`src/hdl/asrs_pkg.sv`:
```
// shared constants and types for the converter setup register slice
package asrs_pkg;

    ////////////////////////////////////////////////////////////////////////////
    // bus geometry
    localparam int DATA_W = 16;
    localparam int ADDR_W = 4;
    localparam int CH_N   = 2;

    ////////////////////////////////////////////////////////////////////////////
    // register offsets
    localparam logic [ADDR_W-1:0] ADDR_MODE   = 4'h2;
    localparam logic [ADDR_W-1:0] ADDR_CLOCK  = 4'h3;
    localparam logic [ADDR_W-1:0] ADDR_GAIN   = 4'h4;
    localparam logic [ADDR_W-1:0] ADDR_RSVD   = 4'h5;
    localparam logic [ADDR_W-1:0] ADDR_STATUS = 4'h8;
    localparam logic [ADDR_W-1:0] ADDR_MASK   = 4'h9;

    ////////////////////////////////////////////////////////////////////////////
    // reset values
    localparam logic [DATA_W-1:0] MODE_RST  = 16'h0510;
    localparam logic [DATA_W-1:0] CLOCK_RST = 16'h030E;
    localparam logic [DATA_W-1:0] GAIN_RST  = 16'h0000;
    localparam logic [DATA_W-1:0] RSVD_RST  = 16'h0000;

    ////////////////////////////////////////////////////////////////////////////
    // field positions
    localparam int MODE_FMT_BIT = 0;
    localparam int MODE_HIZ_BIT = 1;
    localparam int MODE_SEL_LSB = 2;
    localparam int CLK_PWR_LSB  = 0;
    localparam int CLK_OSR_LSB  = 2;
    localparam int CLK_TBM_BIT  = 5;
    localparam int CLK_EN_LSB   = 8;
    localparam int CLK_RW_W     = 10;
    localparam int GAIN_CH0_LSB = 0;
    localparam int GAIN_CH1_LSB = 4;

    ////////////////////////////////////////////////////////////////////////////
    // oversampling ratios
    localparam logic [15:0] OSR_FIXED = 16'h0040;
    localparam logic [15:0] OSR_TABLE [8] = '{16'h0080, 16'h0100, 16'h0200, 16'h0400,
                                              16'h0800, 16'h1000, 16'h2000, 16'h3F80};

    ////////////////////////////////////////////////////////////////////////////
    // interrupt status layout
    localparam int EV_W   = 3;
    localparam int EV_CH0 = 0;
    localparam int EV_PIN = 2;

    ////////////////////////////////////////////////////////////////////////////
    // timing
    localparam int CLK_NS    = 8;
    localparam int PULSE_NS  = 40;
    localparam int PULSE_CYC = (PULSE_NS + CLK_NS - 1) / CLK_NS;
    localparam int CNT_W     = 3;

    ////////////////////////////////////////////////////////////////////////////
    // types
    typedef enum logic [1:0] {SRC_LAG, SRC_OR, SRC_LEAD} asrs_src_e;
    typedef enum logic [1:0] {PWR_VLOW, PWR_LOW, PWR_HIRES} asrs_power_e;

    typedef struct packed {
        logic              rd;
        logic              wr;
        logic [ADDR_W-1:0] addr;
        logic [DATA_W-1:0] wdata;
    } asrs_bus_s;

    typedef struct packed {
        logic [CH_N-1:0] ch_on;
        logic [15:0]     osr;
        asrs_power_e     power;
        logic [7:0]      gain_one;
        logic [7:0]      gain_zero;
    } asrs_cfg_s;

endpackage : asrs_pkg

```
`src/hdl/asrs_pin_drive.sv`:
```
// ready pin driver: level hold or fixed-length low pulse, idle high or float
`timescale 1ns/1ps
`default_nettype none
module asrs_pin_drive
(
    input  wire logic mclk,       // system clock
    input  wire logic reset,      // sync reset, active high
    input  wire logic fire,       // one-cycle ready event
    input  wire logic hold,       // ready level for held format
    input  wire logic pulse_mode, // 1: fixed low pulse
    input  wire logic idle_float, // 1: float when idle
    output logic      pin_out,    // pin level
    output logic      pin_oe_n    // low while driving
);
    import asrs_pkg::*;

    logic [CNT_W-1:0] cnt;
    logic [CNT_W-1:0] next_cnt;
    logic             next_out;
    logic             next_oe_n;
    logic             active;

    ////////////////////////////////////////////////////////////////////////////
    always_comb
    begin
        next_cnt = cnt;
        if (pulse_mode && fire)
        begin
            next_cnt = CNT_W'(PULSE_CYC);
        end
        else if (cnt != '0)
        begin
            next_cnt = cnt - CNT_W'(1);
        end
        active    = pulse_mode ? (next_cnt != '0) : hold;
        next_out  = !active;
        // idle state: drive high or release
        next_oe_n = active ? 1'b0 : idle_float;
    end

    always_ff @(posedge mclk)
    begin
        if (reset)
        begin
            cnt      <= '0;
            pin_out  <= 1'b1;
            pin_oe_n <= 1'b0;
        end
        else
        begin
            cnt      <= next_cnt;
            pin_out  <= next_out;
            pin_oe_n <= next_oe_n;
        end
    end

endmodule : asrs_pin_drive
`default_nettype wire

```
`src/hdl/asrs_setup_regs.sv`:
```
// setup register slice: mode, clocking, gain, reserved, ready pin, interrupt
`timescale 1ns/1ps
`default_nettype none
module asrs_setup_regs
(
    input  wire logic                       mclk,                  // system clock
    input  wire logic                       reset,                 // sync reset, active high
    input  wire asrs_pkg::asrs_bus_s        bus,                   // register request
    output logic [asrs_pkg::DATA_W-1:0]     rdata,                 // read data, next cycle
    input  wire logic [asrs_pkg::CH_N-1:0]  ch_ready,              // per-channel result pulse
    input  wire logic                       data_read,             // results taken by host
    output asrs_pkg::asrs_cfg_s             settings,              // decoded converter setup
    output logic                            result_ready_pin_out,  // ready pin level
    output logic                            result_ready_pin_oe_n, // ready pin enable, low drives
    output logic                            irq                    // level interrupt
);
    import asrs_pkg::*;

    ////////////////////////////////////////////////////////////////////////////
    // decode helpers

    function automatic logic hit(input asrs_bus_s b, input logic [ADDR_W-1:0] a);
        return b.addr == a;
    endfunction : hit

    function automatic asrs_src_e src_of(input logic [1:0] code);
        asrs_src_e s;
        unique case (code)
            2'h0: s = SRC_LAG;
            2'h1: s = SRC_OR;
            2'h2: s = SRC_LEAD;
            2'h3: s = SRC_LEAD;
        endcase
        return s;
    endfunction : src_of

    function automatic asrs_power_e power_of(input logic [1:0] code);
        asrs_power_e p;
        unique case (code)
            2'h0: p = PWR_VLOW;
            2'h1: p = PWR_LOW;
            2'h2: p = PWR_HIRES;
            2'h3: p = PWR_HIRES;
        endcase
        return p;
    endfunction : power_of

    function automatic logic [7:0] gain_of(input logic [2:0] code);
        return 8'h01 << code;
    endfunction : gain_of

    function automatic logic [15:0] osr_of(input logic fixed_ratio_override, input logic [2:0] code);
        return fixed_ratio_override ? OSR_FIXED : OSR_TABLE[code];
    endfunction : osr_of

    ////////////////////////////////////////////////////////////////////////////
    // state

    logic [DATA_W-1:0]   mode;
    logic [CLK_RW_W-1:0] clk_reg;
    logic [DATA_W-1:0]   gain;
    logic [DATA_W-1:0]   rsvd;
    logic [EV_W-1:0]     status;
    logic [EV_W-1:0]     mask;
    logic [CH_N-1:0]     pend;
    logic [CH_N-1:0]     pe_prev;

    logic [DATA_W-1:0]   next_mode;
    logic [CLK_RW_W-1:0] next_clk_reg;
    logic [DATA_W-1:0]   next_gain;
    logic [DATA_W-1:0]   next_rsvd;
    logic [EV_W-1:0]     next_status;
    logic [EV_W-1:0]     next_mask;
    logic [CH_N-1:0]     next_pend;
    logic [DATA_W-1:0]   next_rdata;
    logic                next_irq;
    asrs_cfg_s           next_settings;

    logic [CH_N-1:0]     ch_en;
    logic [CH_N-1:0]     arrive;
    logic [CH_N-1:0]     pe;
    logic                all_rdy;
    logic                any_rdy;
    logic                all_prev;
    logic                any_prev;
    logic                hold;
    logic                fire;
    asrs_src_e           src;
    logic [DATA_W-1:0]   rd_val;

    ////////////////////////////////////////////////////////////////////////////
    // register writes

    always_comb
    begin
        next_mode    = mode;
        next_clk_reg = clk_reg;
        next_gain    = gain;
        next_rsvd    = rsvd;
        next_mask    = mask;
        if (bus.wr)
        begin
            if (hit(bus, ADDR_MODE))
            begin
                next_mode = bus.wdata;
            end
            if (hit(bus, ADDR_CLOCK))
            begin
                // top six bits are not stored, so they read zero
                next_clk_reg = bus.wdata[CLK_RW_W-1:0];
            end
            if (hit(bus, ADDR_GAIN))
            begin
                next_gain = bus.wdata;
            end
            if (hit(bus, ADDR_RSVD))
            begin
                next_rsvd = bus.wdata;
            end
            if (hit(bus, ADDR_MASK))
            begin
                next_mask = bus.wdata[EV_W-1:0];
            end
        end
    end

    ////////////////////////////////////////////////////////////////////////////
    // read mux; unmapped offsets read zero

    always_comb
    begin
        unique case (bus.addr)
            ADDR_MODE:   rd_val = mode;
            ADDR_CLOCK:  rd_val = {{(DATA_W-CLK_RW_W){1'b0}}, clk_reg};
            ADDR_GAIN:   rd_val = gain;
            ADDR_RSVD:   rd_val = rsvd;
            ADDR_STATUS: rd_val = {{(DATA_W-EV_W){1'b0}}, status};
            ADDR_MASK:   rd_val = {{(DATA_W-EV_W){1'b0}}, mask};
            default:     rd_val = '0;
        endcase
        next_rdata = bus.rd ? rd_val : '0;
    end

    ////////////////////////////////////////////////////////////////////////////
    // channel readiness and ready pin source

    always_comb
    begin
        ch_en  = clk_reg[CLK_EN_LSB +: CH_N];
        arrive = ch_ready & ch_en;
        // arrival wins over a host read in the same cycle
        for (int i = 0; i < CH_N; i++)
        begin
            next_pend[i] = (pend[i] & !data_read) | arrive[i];
        end
        pe       = pend & ch_en;
        all_rdy  = (ch_en != '0) && (pe == ch_en);
        any_rdy  = (pe != '0);
        all_prev = (ch_en != '0) && ((pe_prev & ch_en) == ch_en);
        any_prev = ((pe_prev & ch_en) != '0);
        src      = src_of(mode[MODE_SEL_LSB +: 2]);
        // enum has an unused code; defaults keep the process free of latches
        hold     = 1'b0;
        fire     = 1'b0;
        unique case (src)
            SRC_LAG:
            begin
                hold = all_rdy;
                fire = all_rdy && !all_prev;
            end
            SRC_OR:
            begin
                hold = any_rdy;
                fire = ((pe & ~pe_prev) != '0);
            end
            SRC_LEAD:
            begin
                hold = any_rdy;
                fire = any_rdy && !any_prev;
            end
        endcase
    end

    ////////////////////////////////////////////////////////////////////////////
    // interrupt status: read clears, new events win over the clear

    always_comb
    begin
        next_status = status;
        if (bus.rd && hit(bus, ADDR_STATUS))
        begin
            next_status = '0;
        end
        next_status[EV_CH0 +: CH_N] = next_status[EV_CH0 +: CH_N] | arrive;
        next_status[EV_PIN]         = next_status[EV_PIN] | fire;
        next_irq                    = ((next_status & next_mask) != '0);
    end

    ////////////////////////////////////////////////////////////////////////////
    // decoded settings, taken from next values so they track writes in one cycle

    always_comb
    begin
        next_settings.ch_on     = next_clk_reg[CLK_EN_LSB +: CH_N];
        next_settings.osr       = osr_of(next_clk_reg[CLK_TBM_BIT],
                                         next_clk_reg[CLK_OSR_LSB +: 3]);
        next_settings.power     = power_of(next_clk_reg[CLK_PWR_LSB +: 2]);
        next_settings.gain_one  = gain_of(next_gain[GAIN_CH1_LSB +: 3]);
        next_settings.gain_zero = gain_of(next_gain[GAIN_CH0_LSB +: 3]);
    end

    ////////////////////////////////////////////////////////////////////////////
    // registers

    always_ff @(posedge mclk)
    begin
        if (reset)
        begin
            mode    <= MODE_RST;
            clk_reg <= CLOCK_RST[CLK_RW_W-1:0];
            gain    <= GAIN_RST;
            rsvd    <= RSVD_RST;
            status  <= '0;
            mask    <= '0;
            pend    <= '0;
            pe_prev <= '0;
            rdata   <= '0;
            irq     <= 1'b0;
            settings.ch_on     <= CLOCK_RST[CLK_EN_LSB +: CH_N];
            settings.osr       <= OSR_TABLE[CLOCK_RST[CLK_OSR_LSB +: 3]];
            settings.power     <= PWR_HIRES;
            settings.gain_one  <= gain_of(GAIN_RST[GAIN_CH1_LSB +: 3]);
            settings.gain_zero <= gain_of(GAIN_RST[GAIN_CH0_LSB +: 3]);
        end
        else
        begin
            mode     <= next_mode;
            clk_reg  <= next_clk_reg;
            gain     <= next_gain;
            rsvd     <= next_rsvd;
            status   <= next_status;
            mask     <= next_mask;
            pend     <= next_pend;
            pe_prev  <= pe;
            rdata    <= next_rdata;
            irq      <= next_irq;
            settings <= next_settings;
        end
    end

    ////////////////////////////////////////////////////////////////////////////
    // ready pin

    asrs_pin_drive u_pin
    (
        .mclk       (mclk),
        .reset      (reset),
        .fire       (fire),
        .hold       (hold),
        .pulse_mode (mode[MODE_FMT_BIT]),
        .idle_float (mode[MODE_HIZ_BIT]),
        .pin_out    (result_ready_pin_out),
        .pin_oe_n   (result_ready_pin_oe_n)
    );
endmodule : asrs_setup_regs
`default_nettype wire

```
`config.mk`:
```
export PLATFORM = sky130hd
export DESIGN_NAME = asrs_setup_regs
export DESIGN_NICKNAME = d
export VERILOG_FILES = /design/src/hdl/asrs_pkg.sv /design/src/hdl/asrs_pin_drive.sv /design/src/hdl/asrs_setup_regs.sv
export SDC_FILE = /design/constraint.sdc
export NUM_CORES = 1
export LEC_CHECK = 0
export BUFFER_PORTS_ARGS = -buffer_cell sky130_fd_sc_hd__buf_2
export CAP_MARGIN = 25
export CORE_AREA = 2 2 127 129
export CTS_BUF_LIST = sky130_fd_sc_hd__clkbuf_4
export DETAILED_ROUTE_END_ITERATION = 7
export DIE_AREA = 0 0 129 131
export HOLD_SLACK_MARGIN = 0.03
export PLACE_DENSITY = 0.47
export SETUP_SLACK_MARGIN = 0.05
export SLEW_MARGIN = 10
export SYNTH_ARGS = -nofsm -noshare
export SYNTH_HDL_FRONTEND = slang
export SYNTH_SLANG_ARGS = --single-unit
```
`constraint.sdc`:
```
create_clock -name mclk -period 3.8 [get_ports mclk]
set_clock_uncertainty 0.05 [all_clocks]
set_input_delay 0.38 -clock mclk [delete_from_list [all_inputs] [get_ports mclk]]
set_output_delay 0.38 -clock mclk [all_outputs]
set_load 0.1 [all_outputs]
```
==> results.yml <==
run_status:
  status: "complete, no violations"
pwr:
  ir_drop_mv: 0.1485
  swShare_pct: 27.36
  combPwrFrac_pct: 11.1
  p_clk_share_pct: 35.2
  p_int_mw: 1.670
  pwr-share-seq_pct: 53.8
  leakage_nw: 2.161
  switchingPower_mw: 0.6287
  p_per_area_nw_per_um2: 446.1
sta:
  rsz0062_at_grt: "false"
  slew_violations: 0
  relSlewSlack_pct: 48.46
  final-setup-viol-count: 0
  period_share_pct: 57.03
  postLayoutSetupSlackWorst_ps: 1633
  finalSetupTns_ps: 0
  finalHoldViolations: 0
  tightest_slew_ps: 773.1
  max_clock_freq_mhz: 461.5
  min_period_ps: 2167
drt:
  drc: 0
  final_antenna_net_count: 0
  vias: 3697
  drt_wl_total_um: 12270
  drt-initial-drc-count: 353
  drt_first_pass_iters: 5
  wl_per_cell_um: 15.47
  viasPerCell: 4.662
layout:
  syn2layout_area_growth_pct: 17.42
  final_net_count: 601
  fin_cells: 793
  final_cell_mix: "nand2_1 (122), dfxtp_1 (114), buf_2 (73)"
  largest_register_ffs: 28
  layout_commonest_cell: "nand2_1"
  final_layout_size_suffix_gt1_share_pct: 20.14
  regMostFlops: "settings"
  final_core_util_pct: 33.03
yosys:
  synthCells: 502
  synth_warnings: 0
  yosysSeqAreaShare_pct: 52.01
  ys.flop_type: "dfxtp_1"
  synthArstFlopShare_pct: 0
  synthDistinctLibCells: 39
  synth.avg_cell_area_um2: 8.741
  ys_ff_latch: 114
  synth_edf_count: 0
  synthesis.area_um2: 4388
cts:
  cts_setup_buffers: 0
  clock_latency_ps: 510
  clockBufferDepth: 2
  path_clk_slew_ps: 100
  htree_levels: 4
  ctsRootBufferMaster: "clkbuf_4"
  cts_buffers: 17
  post_cts_resized: 0
  cts_tree: "built"
  clock_sinks: 114
placed_design:
  gp_congestion: 0.7788
  place_ws_ps: 1079
  dp_cells: 762
  hpwl_um: 8185
  io_buffers: 73
job:
  maxCapViolCount: 0
floorplanning:
  core_um2: 15600
  initial_core_util_pct: 28.13
  ioPinCount: 82
  die_h_um: 131
  die-area_um2: 16900
  placementRows: 46
  die_x_um: 129
hold_path:
  min_path_type: "in -> reg"
critical_path:
  crit_required_ps: 4150
  path_max_fanout: 16
  setup.worst_path.end_class: "flip-flop"
  worstSetupPathType: "in -> reg"
  start_kind: "primary input"
  crit_arrival_ps: 2510
global_route:
  grt_util_all_layers_pct: 15.00
  grt_max_degree: 63
  grt_pass1_vias: 3652
  grt_pass1_wl_um: 19290
  antenna_found_initial: 1
  grt-ovfl-total: 0
## synth_stat cells, drive strengths merged (3+ instances only)
master  instances  area [um2]
nand2b         10       62.56
inv            11       41.29
o22ai           4       25.02
nor2b           3       18.77
clkbuf         23       87.58
nand3          15       75.07
and2            5       31.28
nor3            4       20.02
mux2i          14       140.1
o21ai           6       30.03
a21oi          61       305.3
buf            21       142.6
nand2         123       469.2
nor3b           3       22.52
nor2           33       123.9
or2             3       18.77
dfxtp         114        2282
and3            3       18.77
a222oi         16       160.2
ha              7       87.58
## through the flow
step,power [mW],area [um2],hold WS (ps)
3_5_place_dp,1.515,4892,396.5
2_1_floorplan,1.459,4414,382.2
5_1_grt,2.407,5152,33.44
3_3_place_gp,1.511,4892,390.8
6_report,2.298,5152,70.27
4_1_cts,2.330,5139,31.87
## metal layers
metal / routed length (um) / track usage [%] / up-vias
met3: 664 / 4.153 / 19
met5: 0 / 0 / -
met2: 5710 / 23.78 / 103
li1: - / - / 1815
met1: 5714 / 19.33 / 1760
met4: 178 / 6.202 / 0
## area by class of cell
| type | count | area [um2] |
|---|---|---|
| diodes | 1 | 2.502 |
| clock buffers | 19 | 142.6 |
| clock inverters | 9 | 93.84 |
| fillers | 1636 | 10450 |
| inverters | 11 | 41.29 |
| multi-input cells | 340 | 1873 |
| flip-flops and latches | 114 | 2282 |
| well taps | 216 | 270.3 |
| repair buffers | 83 | 446.7 |
## power groups by stage
stage | logic [mW] | registers (mW) | clock network, mW
2_1_floorplan | 0.168 | 1.29 | 0
3_3_place_gp | 0.248 | 1.26 | 0
3_5_place_dp | 0.252 | 1.26 | 0
4_1_cts | 0.255 | 1.24 | 0.840
5_1_grt | 0.278 | 1.24 | 0.890
6_report | 0.254 | 1.24 | 0.809
## kinds of logic (layout without fill, tap and decap cells)
family                     after synthesis  count (layout)  share of synthesized area [%]
muxes                                   14              14                          3.194
buffers and inverters                   55             122                          6.188
DFF                                    114             114                          52.01
adders and majority gates                7               7                          1.996
other                                    1               9                        0.08546
and+or+nand+nor                        208             208                          21.61
AOI/OAI and AO/OA                      101             101                          14.51
xor gates and xnor gates                 2               2                         0.3993
## timing repair
item,in CTS,in global routing
setup endpoints to repair,0,0
endpoints found under the hold margin,1,0
hold buffers,1,0
## critical path: stages
cell and delay [ps]:
buf_2 200, nor4bb_2 300, buf_4 270, nand2_1 340, mux2i_1 450, inv_1 120
ha_1 240, nand2b_1 120, a21oi_1 90
## final timing paths
check | slack (ps) | to | cells after the start | start
setup / recovery | 1630 | settings[25] | 9 | bus[17]
hold / removal | 70 | mode[15] | 3 | bus[15]
setup reg to reg | 2090 | u_pin.pin_oe_n | 7 | u_pin.cnt[0]
hold reg to reg | 410 | gain[8] | 2 | gain[8]
Note: power is estimated with default switching activity, not from simulation.
